--- config.mk ---
export PLATFORM = sky130hd
export DESIGN_NAME = sso_top
export DESIGN_NICKNAME = d
export VERILOG_FILES = /design/src/design/sso_top.v
export VERILOG_INCLUDE_DIRS = /design/src /design/src/design
export SDC_FILE = /design/constraint.sdc
export NUM_CORES = 2
export LEC_CHECK = 0
export ABC_AREA = 1
export BUFFER_PORTS_ARGS = -buffer_cell sky130_fd_sc_hd__buf_4
export CAP_MARGIN = 15
export CORE_AREA = 3 3 277 279
export CTS_CLUSTER_DIAMETER = 80
export DETAILED_ROUTE_END_ITERATION = 8
export DIE_AREA = 0 0 280 282
export GPL_ROUTABILITY_DRIVEN = 0
export PLACE_DENSITY = 0.56
export SETUP_SLACK_MARGIN = 0.1
export SYNTH_ARGS = -nofsm -noshare
export SYNTH_HDL_FRONTEND = slang
export SYNTH_SLANG_ARGS = --single-unit
--- constraint.sdc ---
create_clock -name SYS_CLK -period 20.6 [get_ports SYS_CLK]
set_input_delay 3.09 -clock SYS_CLK [delete_from_list [all_inputs] [get_ports SYS_CLK]]
set_output_delay 3.09 -clock SYS_CLK [all_outputs]
set_load 0.005 [all_outputs]
--- src/design/sso_consts.vh ---
// Purpose: Constants for the servo status output select block.
// Assumes: Included by the block's design file only.
// Notes: Register offsets are byte addresses on the APB bus.
`ifndef SSO_CONSTS_VH
`define SSO_CONSTS_VH
// Output selection codes.
`define SSO_CODE_OFF 8'h00
`define SSO_CODE_FAULT 8'h07
`define SSO_CODE_OLW 8'h10
`define SSO_CODE_WARN 8'h11
`define SSO_CODE_RLIM 8'h13
`define SSO_CODE_FLIM 8'h14
`define SSO_CODE_SPOK 8'h19
`define SSO_CODE_SDO0 8'h30
`define SSO_CODE_SDOF 8'h3F
// Register byte offsets.
`define SSO_OFF_SEL0 12'h000
`define SSO_OFF_SEL1 12'h004
`define SSO_OFF_PERM 12'h008
`define SSO_OFF_PCT 12'h00C
`define SSO_OFF_WIN 12'h010
`define SSO_OFF_SWORD 12'h014
`define SSO_OFF_CTRL 12'h018
`define SSO_OFF_STAT 12'h01C
`define SSO_OFF_IRQ 12'h020
`define SSO_OFF_MASK 12'h024
`define SSO_OFF_OLTIME 12'h028
// Reset values.
`define SSO_RST_PERM 32'h0000_0000
`define SSO_RST_PCT 8'h00
`define SSO_RST_WIN 16'h0000
// Field positions and counts.
`define SSO_CTRL_CLR 0
`define SSO_NUM_OUT 6
`define SSO_NUM_SRC 8
// Sticky event bits.
`define SSO_EV_OLW 0
`define SSO_EV_ALARM 1
`define SSO_EV_WARN 2
`define SSO_EV_RLIM 3
`define SSO_EV_FLIM 4
`define SSO_EV_SPOK 5
`define SSO_EV_W 6
// Control modes on the CTRL_MODE input, and the percent divisor of the warning threshold.
`define SSO_MODE_SPEED 3'h1
`define SSO_MODE_SPEED_ZERO 3'h2
`define SSO_PCT_DIV 32'h0000_0064
`endif

--- src/design/sso_top.v ---
// Purpose: Digital status outputs of a servo drive, each picked by a selection code.
// Assumes: Condition inputs are synchronous to SYS_CLK; the overload tick counts time units.
// Notes: Registers reached over APB; one level interrupt out of sticky event bits.
//
// Implementation choices: the APB register port and the register offsets.
`timescale 1ns/1ps
`include "sso_consts.vh"
module sso_top (
    input wire SYS_CLK,
    input wire RST,
    input wire PSEL,
    input wire PENABLE,
    input wire PWRITE,
    input wire [11:0] PADDR,
    input wire [31:0] PWDATA,
    output reg [31:0] PRDATA,
    output reg PREADY,
    output reg PSLVERR,
    input wire OVERLOAD,
    input wire OL_TICK,
    input wire REV_LIMIT_ERR,
    input wire FWD_LIMIT_ERR,
    input wire ESTOP,
    input wire COMM_ERR,
    input wire UNDERVOLT,
    input wire OTHER_FAULT,
    input wire REV_SOFT_LIMIT,
    input wire FWD_SOFT_LIMIT,
    input wire [2:0] CTRL_MODE,
    input wire [15:0] SPEED_ERR,
    output reg [5:0] DO_OUT,
    output reg OVERLOAD_ALARM_DISPLAY,
    output reg IRQ
);

    reg [7:0] sel_r [0:5];
    reg [31:0] perm_r;
    reg [7:0] pct_r;
    reg [15:0] win_r;
    reg [15:0] sword_r;
    reg [31:0] ol_time_r;
    reg [31:0] ol_time_nxt;
    reg [31:0] warn_thr_r;
    reg alarm_r;
    reg [5:0] ev_r;
    reg [5:0] ev_nxt;
    reg [5:0] mask_r;
    reg [5:0] prev_r;
    reg [5:0] do_nxt;
    reg [31:0] rdata_nxt;
    wire [5:0] src;
    wire [39:0] prod;
    wire warn_src;
    wire fault_src;
    wire spok_src;
    wire olw_src;
    wire wr_en;
    wire rd_en;
    wire clr_req;
    wire [39:0] thr_full;
    integer i;
    // The reset loop has its own index, so each loop variable belongs to one process.
    integer j;

    // The selection decode is used for every output pin, so it lives in one function.
    function sel_decode;
        input [7:0] code;
        input overload_warning_out;
        input fault;
        input warn;
        input rlim;
        input flim;
        input spok;
        input [15:0] word;
        begin
            if (code >= `SSO_CODE_SDO0 && code <= `SSO_CODE_SDOF)
            begin
                sel_decode = word[code[3:0]];
            end
            else
            begin
                case (code)
                    `SSO_CODE_OLW: sel_decode = overload_warning_out;
                    `SSO_CODE_FAULT: sel_decode = fault;
                    `SSO_CODE_WARN: sel_decode = warn;
                    `SSO_CODE_RLIM: sel_decode = rlim;
                    `SSO_CODE_FLIM: sel_decode = flim;
                    `SSO_CODE_SPOK: sel_decode = spok;
                    default: sel_decode = 1'b0;
                endcase
            end
        end
    endfunction

    // Saturating cut of the forty-bit threshold to the thirty-two-bit compare width.
    function [31:0] sat32;
        input [39:0] value;
        begin
            if (value[39:32] != 8'h00)
            begin
                sat32 = 32'hFFFF_FFFF;
            end
            else
            begin
                sat32 = value[31:0];
            end
        end
    endfunction

    // The APB slave answers with zero wait states in the access phase.
    assign wr_en = PSEL & PENABLE & PWRITE;
    assign rd_en = PSEL & PENABLE & ~PWRITE;
    assign clr_req = wr_en && PADDR == `SSO_OFF_CTRL && PWDATA[`SSO_CTRL_CLR];

    // The warning threshold is registered, so a parameter write shows one cycle later.
    // The percent divide keeps all forty bits; only the saturating cut narrows it.
    assign prod = perm_r * pct_r;
    assign thr_full = prod / {8'h00, `SSO_PCT_DIV};

    // Listed faults raise the warning, anything else raises the fault.
    assign warn_src = REV_LIMIT_ERR | FWD_LIMIT_ERR | ESTOP | COMM_ERR | UNDERVOLT;
    assign fault_src = alarm_r | OTHER_FAULT;
    assign olw_src = OVERLOAD && ol_time_r > warn_thr_r;
    assign spok_src = (CTRL_MODE == `SSO_MODE_SPEED || CTRL_MODE == `SSO_MODE_SPEED_ZERO)
        && SPEED_ERR <= win_r;

    // Event sources, one per event register bit.
    assign src[`SSO_EV_OLW] = olw_src;
    assign src[`SSO_EV_ALARM] = alarm_r;
    assign src[`SSO_EV_WARN] = warn_src;
    assign src[`SSO_EV_RLIM] = REV_SOFT_LIMIT;
    assign src[`SSO_EV_FLIM] = FWD_SOFT_LIMIT;
    assign src[`SSO_EV_SPOK] = spok_src;

    // Continuous overload time restarts whenever the overload condition drops.
    always @*
    begin
        ol_time_nxt = ol_time_r;
        if (!OVERLOAD)
        begin
            ol_time_nxt = 32'h0000_0000;
        end
        else if (OL_TICK && ol_time_r != 32'hFFFF_FFFF)
        begin
            ol_time_nxt = ol_time_r + 32'h0000_0001;
        end
    end

    // Output selection: every pin runs the same decode on its own code.
    always @*
    begin
        for (i = 0; i < `SSO_NUM_OUT; i = i + 1)
        begin
            do_nxt[i] = sel_decode(sel_r[i], olw_src, fault_src, warn_src, REV_SOFT_LIMIT,
                FWD_SOFT_LIMIT, spok_src, sword_r);
        end
    end

    // Sticky events; a new event wins over a read clear. The clear takes only
    // the bits that the read reported, since the read data were latched in the
    // setup cycle and an event of that cycle would otherwise be lost unseen.
    always @*
    begin
        ev_nxt = ev_r;
        if (rd_en && PADDR == `SSO_OFF_IRQ)
        begin
            ev_nxt = ev_r & ~PRDATA[5:0];
        end
        ev_nxt = ev_nxt | (src & ~prev_r);
    end

    // Read data multiplexer; unmapped addresses read zero.
    always @*
    begin
        rdata_nxt = 32'h0000_0000;
        case (PADDR)
            `SSO_OFF_SEL0: rdata_nxt = {sel_r[3], sel_r[2], sel_r[1], sel_r[0]};
            `SSO_OFF_SEL1: rdata_nxt = {16'h0000, sel_r[5], sel_r[4]};
            `SSO_OFF_PERM: rdata_nxt = perm_r;
            `SSO_OFF_PCT: rdata_nxt = {24'h00_0000, pct_r};
            `SSO_OFF_WIN: rdata_nxt = {16'h0000, win_r};
            `SSO_OFF_SWORD: rdata_nxt = {16'h0000, sword_r};
            `SSO_OFF_STAT: rdata_nxt = {25'h000_0000, alarm_r, DO_OUT};
            `SSO_OFF_IRQ: rdata_nxt = {26'h000_0000, ev_r};
            `SSO_OFF_MASK: rdata_nxt = {26'h000_0000, mask_r};
            `SSO_OFF_OLTIME: rdata_nxt = ol_time_r;
            default: rdata_nxt = 32'h0000_0000;
        endcase
    end

    // Continuous overload time in ticks; it only moves while the motor is overloaded.
    // It stops at the top value instead of wrapping, so a very long overload stays seen.
    always @(posedge SYS_CLK or posedge RST)
    begin
        if (RST)
        begin
            ol_time_r <= 32'h0000_0000;
        end
        else
        begin
            ol_time_r <= ol_time_nxt;
        end
    end

    // Warning threshold register; the saturating cut keeps a huge product from
    // wrapping round to a small threshold and warning far too early.
    always @(posedge SYS_CLK or posedge RST)
    begin
        if (RST)
        begin
            warn_thr_r <= 32'h0000_0000;
        end
        else
        begin
            warn_thr_r <= sat32(thr_full);
        end
    end

    // Overload alarm latch; it holds until software clears it.
    // An overload past the permitted time wins over the clear, so the alarm cannot be dismissed while that lasts.
    always @(posedge SYS_CLK or posedge RST)
    begin
        if (RST)
        begin
            alarm_r <= 1'b0;
        end
        else if (OVERLOAD && ol_time_r > perm_r)
        begin
            alarm_r <= 1'b1;
        end
        else if (clr_req)
        begin
            alarm_r <= 1'b0;
        end
    end

    // Selection code registers; a write lands at the access edge of the transfer.
    always @(posedge SYS_CLK or posedge RST)
    begin
        if (RST)
        begin
            for (j = 0; j < `SSO_NUM_OUT; j = j + 1)
            begin
                sel_r[j] <= `SSO_CODE_OFF;
            end
        end
        else if (wr_en && PADDR == `SSO_OFF_SEL0)
        begin
            sel_r[0] <= PWDATA[7:0];
            sel_r[1] <= PWDATA[15:8];
            sel_r[2] <= PWDATA[23:16];
            sel_r[3] <= PWDATA[31:24];
        end
        else if (wr_en && PADDR == `SSO_OFF_SEL1)
        begin
            sel_r[4] <= PWDATA[7:0];
            sel_r[5] <= PWDATA[15:8];
        end
    end

    // Overload, window, software word and mask registers; other addresses are ignored.
    always @(posedge SYS_CLK or posedge RST)
    begin
        if (RST)
        begin
            perm_r <= `SSO_RST_PERM;
            pct_r <= `SSO_RST_PCT;
            win_r <= `SSO_RST_WIN;
            sword_r <= 16'h0000;
            mask_r <= 6'h00;
        end
        else if (wr_en)
        begin
            case (PADDR)
                `SSO_OFF_PERM: perm_r <= PWDATA;
                `SSO_OFF_PCT: pct_r <= PWDATA[7:0];
                `SSO_OFF_WIN: win_r <= PWDATA[15:0];
                `SSO_OFF_SWORD: sword_r <= PWDATA[15:0];
                `SSO_OFF_MASK: mask_r <= PWDATA[5:0];
                default: mask_r <= mask_r;
            endcase
        end
    end

    // Pin outputs come straight from flip-flops, so a pin never glitches while a
    // code or source settles; the price is one clock of delay.
    always @(posedge SYS_CLK or posedge RST)
    begin
        if (RST)
        begin
            DO_OUT <= 6'h00;
            OVERLOAD_ALARM_DISPLAY <= 1'b0;
        end
        else
        begin
            DO_OUT <= do_nxt;
            OVERLOAD_ALARM_DISPLAY <= alarm_r;
        end
    end

    // Sticky events and the level interrupt, which follows the next event value.
    always @(posedge SYS_CLK or posedge RST)
    begin
        if (RST)
        begin
            ev_r <= 6'h00;
            prev_r <= 6'h00;
            IRQ <= 1'b0;
        end
        else
        begin
            prev_r <= src;
            ev_r <= ev_nxt;
            IRQ <= |(ev_nxt & mask_r);
        end
    end

    // Bus answer: ready in the first access cycle and never an error.
    // Read data follow the address every cycle, so they stand at the access edge.
    always @(posedge SYS_CLK or posedge RST)
    begin
        if (RST)
        begin
            PRDATA <= 32'h0000_0000;
            PREADY <= 1'b0;
            PSLVERR <= 1'b0;
        end
        else
        begin
            PREADY <= PSEL & ~PENABLE;
            PSLVERR <= 1'b0;
            PRDATA <= rdata_nxt;
        end
    end

endmodule // sso_top

---- Word-level counts from Yosys, hierarchy flattened ----
Cells that the tools add are included.
W data, S select, Z words.
word-level totals
  bits in read-only memories .............. 0
  bits in latches ......................... 0
  logic and storage cells ................. 170
  bits in writable memories ............... 0
  output and inout port bits .............. 42
  memories ................................ 0
  flip-flop bits (word level) ............. 244
  input port bits ......................... 78
cells by class
  divide/modulo/power cells ............... 1
  shift-type cells ........................ 0
  $add $sub $neg .......................... 1
  equality and inequality tests ........... 50
  order comparisons ....................... 21
  multiplexer cells ....................... 31
  bitwise operators ....................... 18
  reduce and logical (&&, ||, !) cells .... 26
  multipliers ............................. 1
operators with widths
  cell                     count
  $pmux W32 S10            1
  $eq A8 B5 Y1 const B     30
  $mux W32                 3
  $gt A32 B32 Y1           2
  $eq A12 B5 Y1 const B    4
  $eq A8 B3 Y1 const B     6
  $ge A8 B6 Y1 const B     6
  $le A8 B6 Y1 const B     6
  $div A40 B7 Y40 const B  1
  $mul A32 B8 Y40          1
  $eq A12 B6 Y1 const B    3
  $pmux W1 S6              6
  $add A32 B1 Y32 const B  1
  $ne A32 B32 Y1 const B   1
  $lt A4 B5 Y1 const B     6
  $bmux W1 S4              6
  $eq A12 B4 Y1 const B    2
  $and A6 B6 Y6            3
  $le A16 B16 Y1           1
  $logic_and A1 B1 Y1      15
  $mux W1                  14
  $eq A12 B3 Y1 const B    1
  $logic_not A12 Y1        1
  $not A6 Y6               2
  other kinds (13)         27

---- Logic depth before layout (Yosys ltp) ----
  depth in word-level cells ............... 8
  depth in mapped cells ................... 198
  depth with buffers taken out ............ 196

---- Least setup slack after synthesis ----
No wires, ideal clock.
  path type ............................... reg-to-reg
  from .................................... reg pct_r[7]
  to ...................................... reg warn_thr_r[0]
  data required time ...................... 20483 ps
  library setup time ...................... 117 ps
  buffers on the path ..................... 2
  cell stages (with the launch flop) ...... 162
  arrival ................................. 17433 ps
  path slack .............................. 3051 ps
  period minus slack after synthesis ...... 17549 ps
  cells stage by stage .................... dfrtp_1 > clkbuf_1 > clkbuf_1 > nand2_1 > fa_1 > fa_1 > inv_1 > fa_1 > inv_1 > fa_1 > inv_1 > ha_1 > nand2_1 > nor2_1 > nand3_1 > nand3_2 > nand2_2 > nand2_2 > [126 not listed] > nand2_2 > nand2_2 > nand2_2 > nand4_1 > nand2_2 > nand2_4 > nand2_4 > nand4_1 > nand2_2 > nand2_4 > nand2_2 > nand4_1 > nand2_2 > nand3_1 > nand2_1 > nand2_1 > nand2_1 > nand2_1
on the way
  word-level cells in the longest chain between the ends .. 4
ends and longest elaborated chain
  what                      line           source
  start: declaration        sso_top.v:38   reg [7:0] pct_r;
  start signal: assignment  sso_top.v:267  pct_r <= `SSO_RST_PCT;
  start signal: assignment  sso_top.v:276  `SSO_OFF_PCT: pct_r <= PWDATA[7:0];
  $mul A32 B8 Y40 (*)       sso_top.v:117  assign prod = perm_r * pct_r;
  $div A40 B7 Y40 (*)       sso_top.v:118  assign thr_full = prod / {8'h00, `SSO_PCT_DIV};
  $reduce_bool A8 Y1        sso_top.v:99   if (value[39:32] != 8'h00)
  $mux W32 (*)              sso_top.v:99
  end signal: assignment    sso_top.v:215  warn_thr_r <= sat32(thr_full);
  end: declaration          sso_top.v:43   reg [31:0] warn_thr_r;
Every way passes the cells marked *; elsewhere a longest branch is shown, timed or not.
A chain may end at the register's enable or synchronous reset.

---- Worst setup path in the final report ----
  from .................................... reg pct_r[2]
  to ...................................... reg warn_thr_r[0]
The elaborated chain is that of the path after synthesis.

==> run metrics <==
status=completed; HP Class=register to register; largest net degree at the start of global routing=118; Period minus WS final=just under 20 ns; die width=280 um; clock-pin slew on the worst setup and hold paths=0.06 ns; Syn Inst Count=about 4000; most numerous cell in the Yosys netlist=nand2_1; critical path required time=21.08 ns; H-tree levels=1; core area=74400 sq um; P_int=between 0.9 and 1 mW; starting density of the core=0.379; ys flop type=dfrtp_1; row count=100; Comb pwr share=0.109; Max Cap Viol=0; dominant cell type by area after synthesis=dfrtp_1; Sw Pwr=~0.33 mW; pre-CTS WS=slightly above 0.3 ns; Setup crit end kind=register; fin crit share=0.943; final setup fails=0; Post-synth top cells=928 x nand2_1, 854 x inv_1, 243 x dfrtp_1, 226 x o21ai_0, 222 x nand3_1; fill count=roughly 7500; Post-DP HPWL=72.7 mm; Critical Path AT=19.90 ns; PwrDens=around 38 nW/um^2; drt total wl=95.4 mm; EDFF count, synth=0; CTS tree=done; fin worst setup slack=1.18 ns; RSZ-0062 raised after global routing=yes; total track usage=0.232; Syn Area/Cell=between 7 and 8 sq um; Port Buffer Count=between 100 and 150; Clock Tree Buf Depth=3; CP Class=register to register; DP Area=about 30000 sq um; Inserted Clock Buffers=31; initial antenna violation count=0; ranking of synthesized cells by area=dfrtp_1 22%, fa_1 13%, nand2_1 12%, inv_1 11%, ha_1 6.2%; detailed-router iteration count before antenna repair=8; Multi-input gate area=19700 sq um; IO Pins=120; Slew @ Worst Pin=about 1.3 ns; Peak supply drop=approximately 0.061 mV; CP Max Fanout=8; DIE AREA=~80000 sq um; Remaining DRCs=0; Worst-Skew Late Latency=~0.62 ns; DRT antenna net count=0; cell repeated most along the worst path=nand2_4; Area Overhead vs Synth=19.1%; Vias/cell=roughly 5.2; clock skew=0.0213 ns; #FFs+latches synth=between 200 and 250; register area share after synthesis=0.215; vias post-DR=26934; die height=282 um; Final Hold Fails=0; clock share of power=0.508; syn_nets=about 4400; Leakage Power=between 15 and 20 nW; final net count=approximately 4600; slowest CP cell=dfrtp_2; Post-Syn Area=~28000 sq um; max_slew headroom=0.135; Power, Total=1.26 mW; n_diodes=0; Clock Sinks=between 200 and 250; global-route wire length before repair=between 100 and 150 mm; Max Slew Vio Count=0; via count of the first global-routing pass=about 26000; post-DR wirelength/cell=~18 um; Sequential Power Share=0.383; crit start category=register; CP max stage delay=0.55 ns; fmax=around 0.051 GHz; worst hold-check slack=between 0.4 and 0.5 ns; grt total ovfl=0; CTS root buf=clkbuf_16; post-synth top area share=0.215; Net Sw Frac=0.265; async set-reset flop share out of synthesis=1.00; Reg area=around 6100 sq um; post-cts hold buffer count=0; final instance area=about 34000 sq um; Syn. warnings=0; layout cell share with drive strength beyond 1=0.217; Unique masters post-synth=70; initial DRC count=2254
## what timing repair did
item,in CTS,in global routing
setup buffers,0,88
gates resized for setup,0,364
endpoints found under the setup margin,0,5
## stage by stage
stage          instances   util  setup TNS, ns
2_1_floorplan       4012      -              0
3_3_place_gp        5017  0.405              0
3_5_place_dp        5017  0.405              0
4_1_cts             5075  0.421              0
5_1_grt             5166  0.452         -0.534
6_report            5166  0.452              0
## cell type report
cell class / instances / share of cell area
repair buffers: 233 / 0.0565
multi-input cells: 2756 / 0.586
flip-flops and latches: 243 / 0.182
well taps: 969 / 0.0360
clock buffers: 36 / 0.0242
clock inverters: 22 / 0.0113
inverters: 907 / 0.104
## kinds of logic (layout without fill, tap and decap cells)
family                   Yosys count  after routing  share of synthesized area
AO/OA/AOI/OAI                    551            551                      0.118
flip-flops                       243            243                      0.215
AND/OR/NAND/NOR                 1844           1844                      0.326
buffers and inverters           1013           1198                      0.138
adder cells (fa/ha/maj)          321            321                      0.190
other                              1              1                   0.000133
XOR/XNOR                          39             39                     0.0128
## worst paths after layout
| kind | from | endpoint | slack (ns) | depth (start not counted) |
|---|---|---|---|---|
| setup reg to reg | pct_r[2] | warn_thr_r[0] | 1.18 | 161 |
| hold / removal | alarm_r | prev_r[1] | 0.41 | 0 |
| setup / recovery | pct_r[2] | warn_thr_r[0] | 1.18 | 161 |
| max in group asynchronous | RST | perm_r[24] | 16.50 | 3 |
| min in group asynchronous | RST | PREADY | 2.63 | 2 |
| hold reg to reg | alarm_r | prev_r[1] | 0.41 | 0 |
## sequential cells by signal (all words and copies together), names as in the netlist
register / count
DO_OUT: 6
win_r: 16
alarm_r: 1
prev_r: 6
sel_decode.word: 16
IRQ: 1
sel_r: 40
pct_r: 8
ev_r: 6
ol_time_r: 32
mask_r: 6
PREADY: 1
PRDATA: 32
perm_r: 32
warn_thr_r: 32
sel_decode.code: 8
## per-layer routing
metal	up-vias	wire length (um)	track usage
li1	12969	-	-
met1	12840	40700	0.311
met2	888	44000	0.383
met3	237	6340	0.0284
met4	0	4380	0.0904
met5	-	0	0
## placed cells by master, fill, tap and decap left out, types with 38 or more instances in the layout
master,count
inv_1,843
nand2_4,113
nand4_1,79
o22ai_1,38
nand2_1,872
nand2_2,185
inv_2,42
fa_1,178
nor2_1,156
ha_1,115
o21ai_0,217
a21oi_1,106
buf_4,214
nand3_2,43
dfrtp_1,213
nand3_1,195
nor3_1,53
nor2_4,39
## worst max-delay path: cells and delay by family, from the launching register on
kind	cells	cell delay, ns
AND/OR/NAND/NOR	142	14.51
adder cells (fa/ha/maj)	5	2.33
buffers and inverters	11	1.08
AO/OA/AOI/OAI	3	0.69
flip-flops	1	0.55
## power groups by stage
| stage | Combinational [mW] | Clock (mW) | Sequential (mW) |
|---|---|---|---|
| floorplan | 0.0853 | 0 | 0.492 |
| global placement | 0.131 | 0 | 0.493 |
| detailed placement | 0.130 | 0 | 0.493 |
| CTS | 0.131 | 0.649 | 0.484 |
| global route | 0.153 | 0.667 | 0.485 |
| finish | 0.137 | 0.642 | 0.484 |
Power figures use the tool's default switching activity.
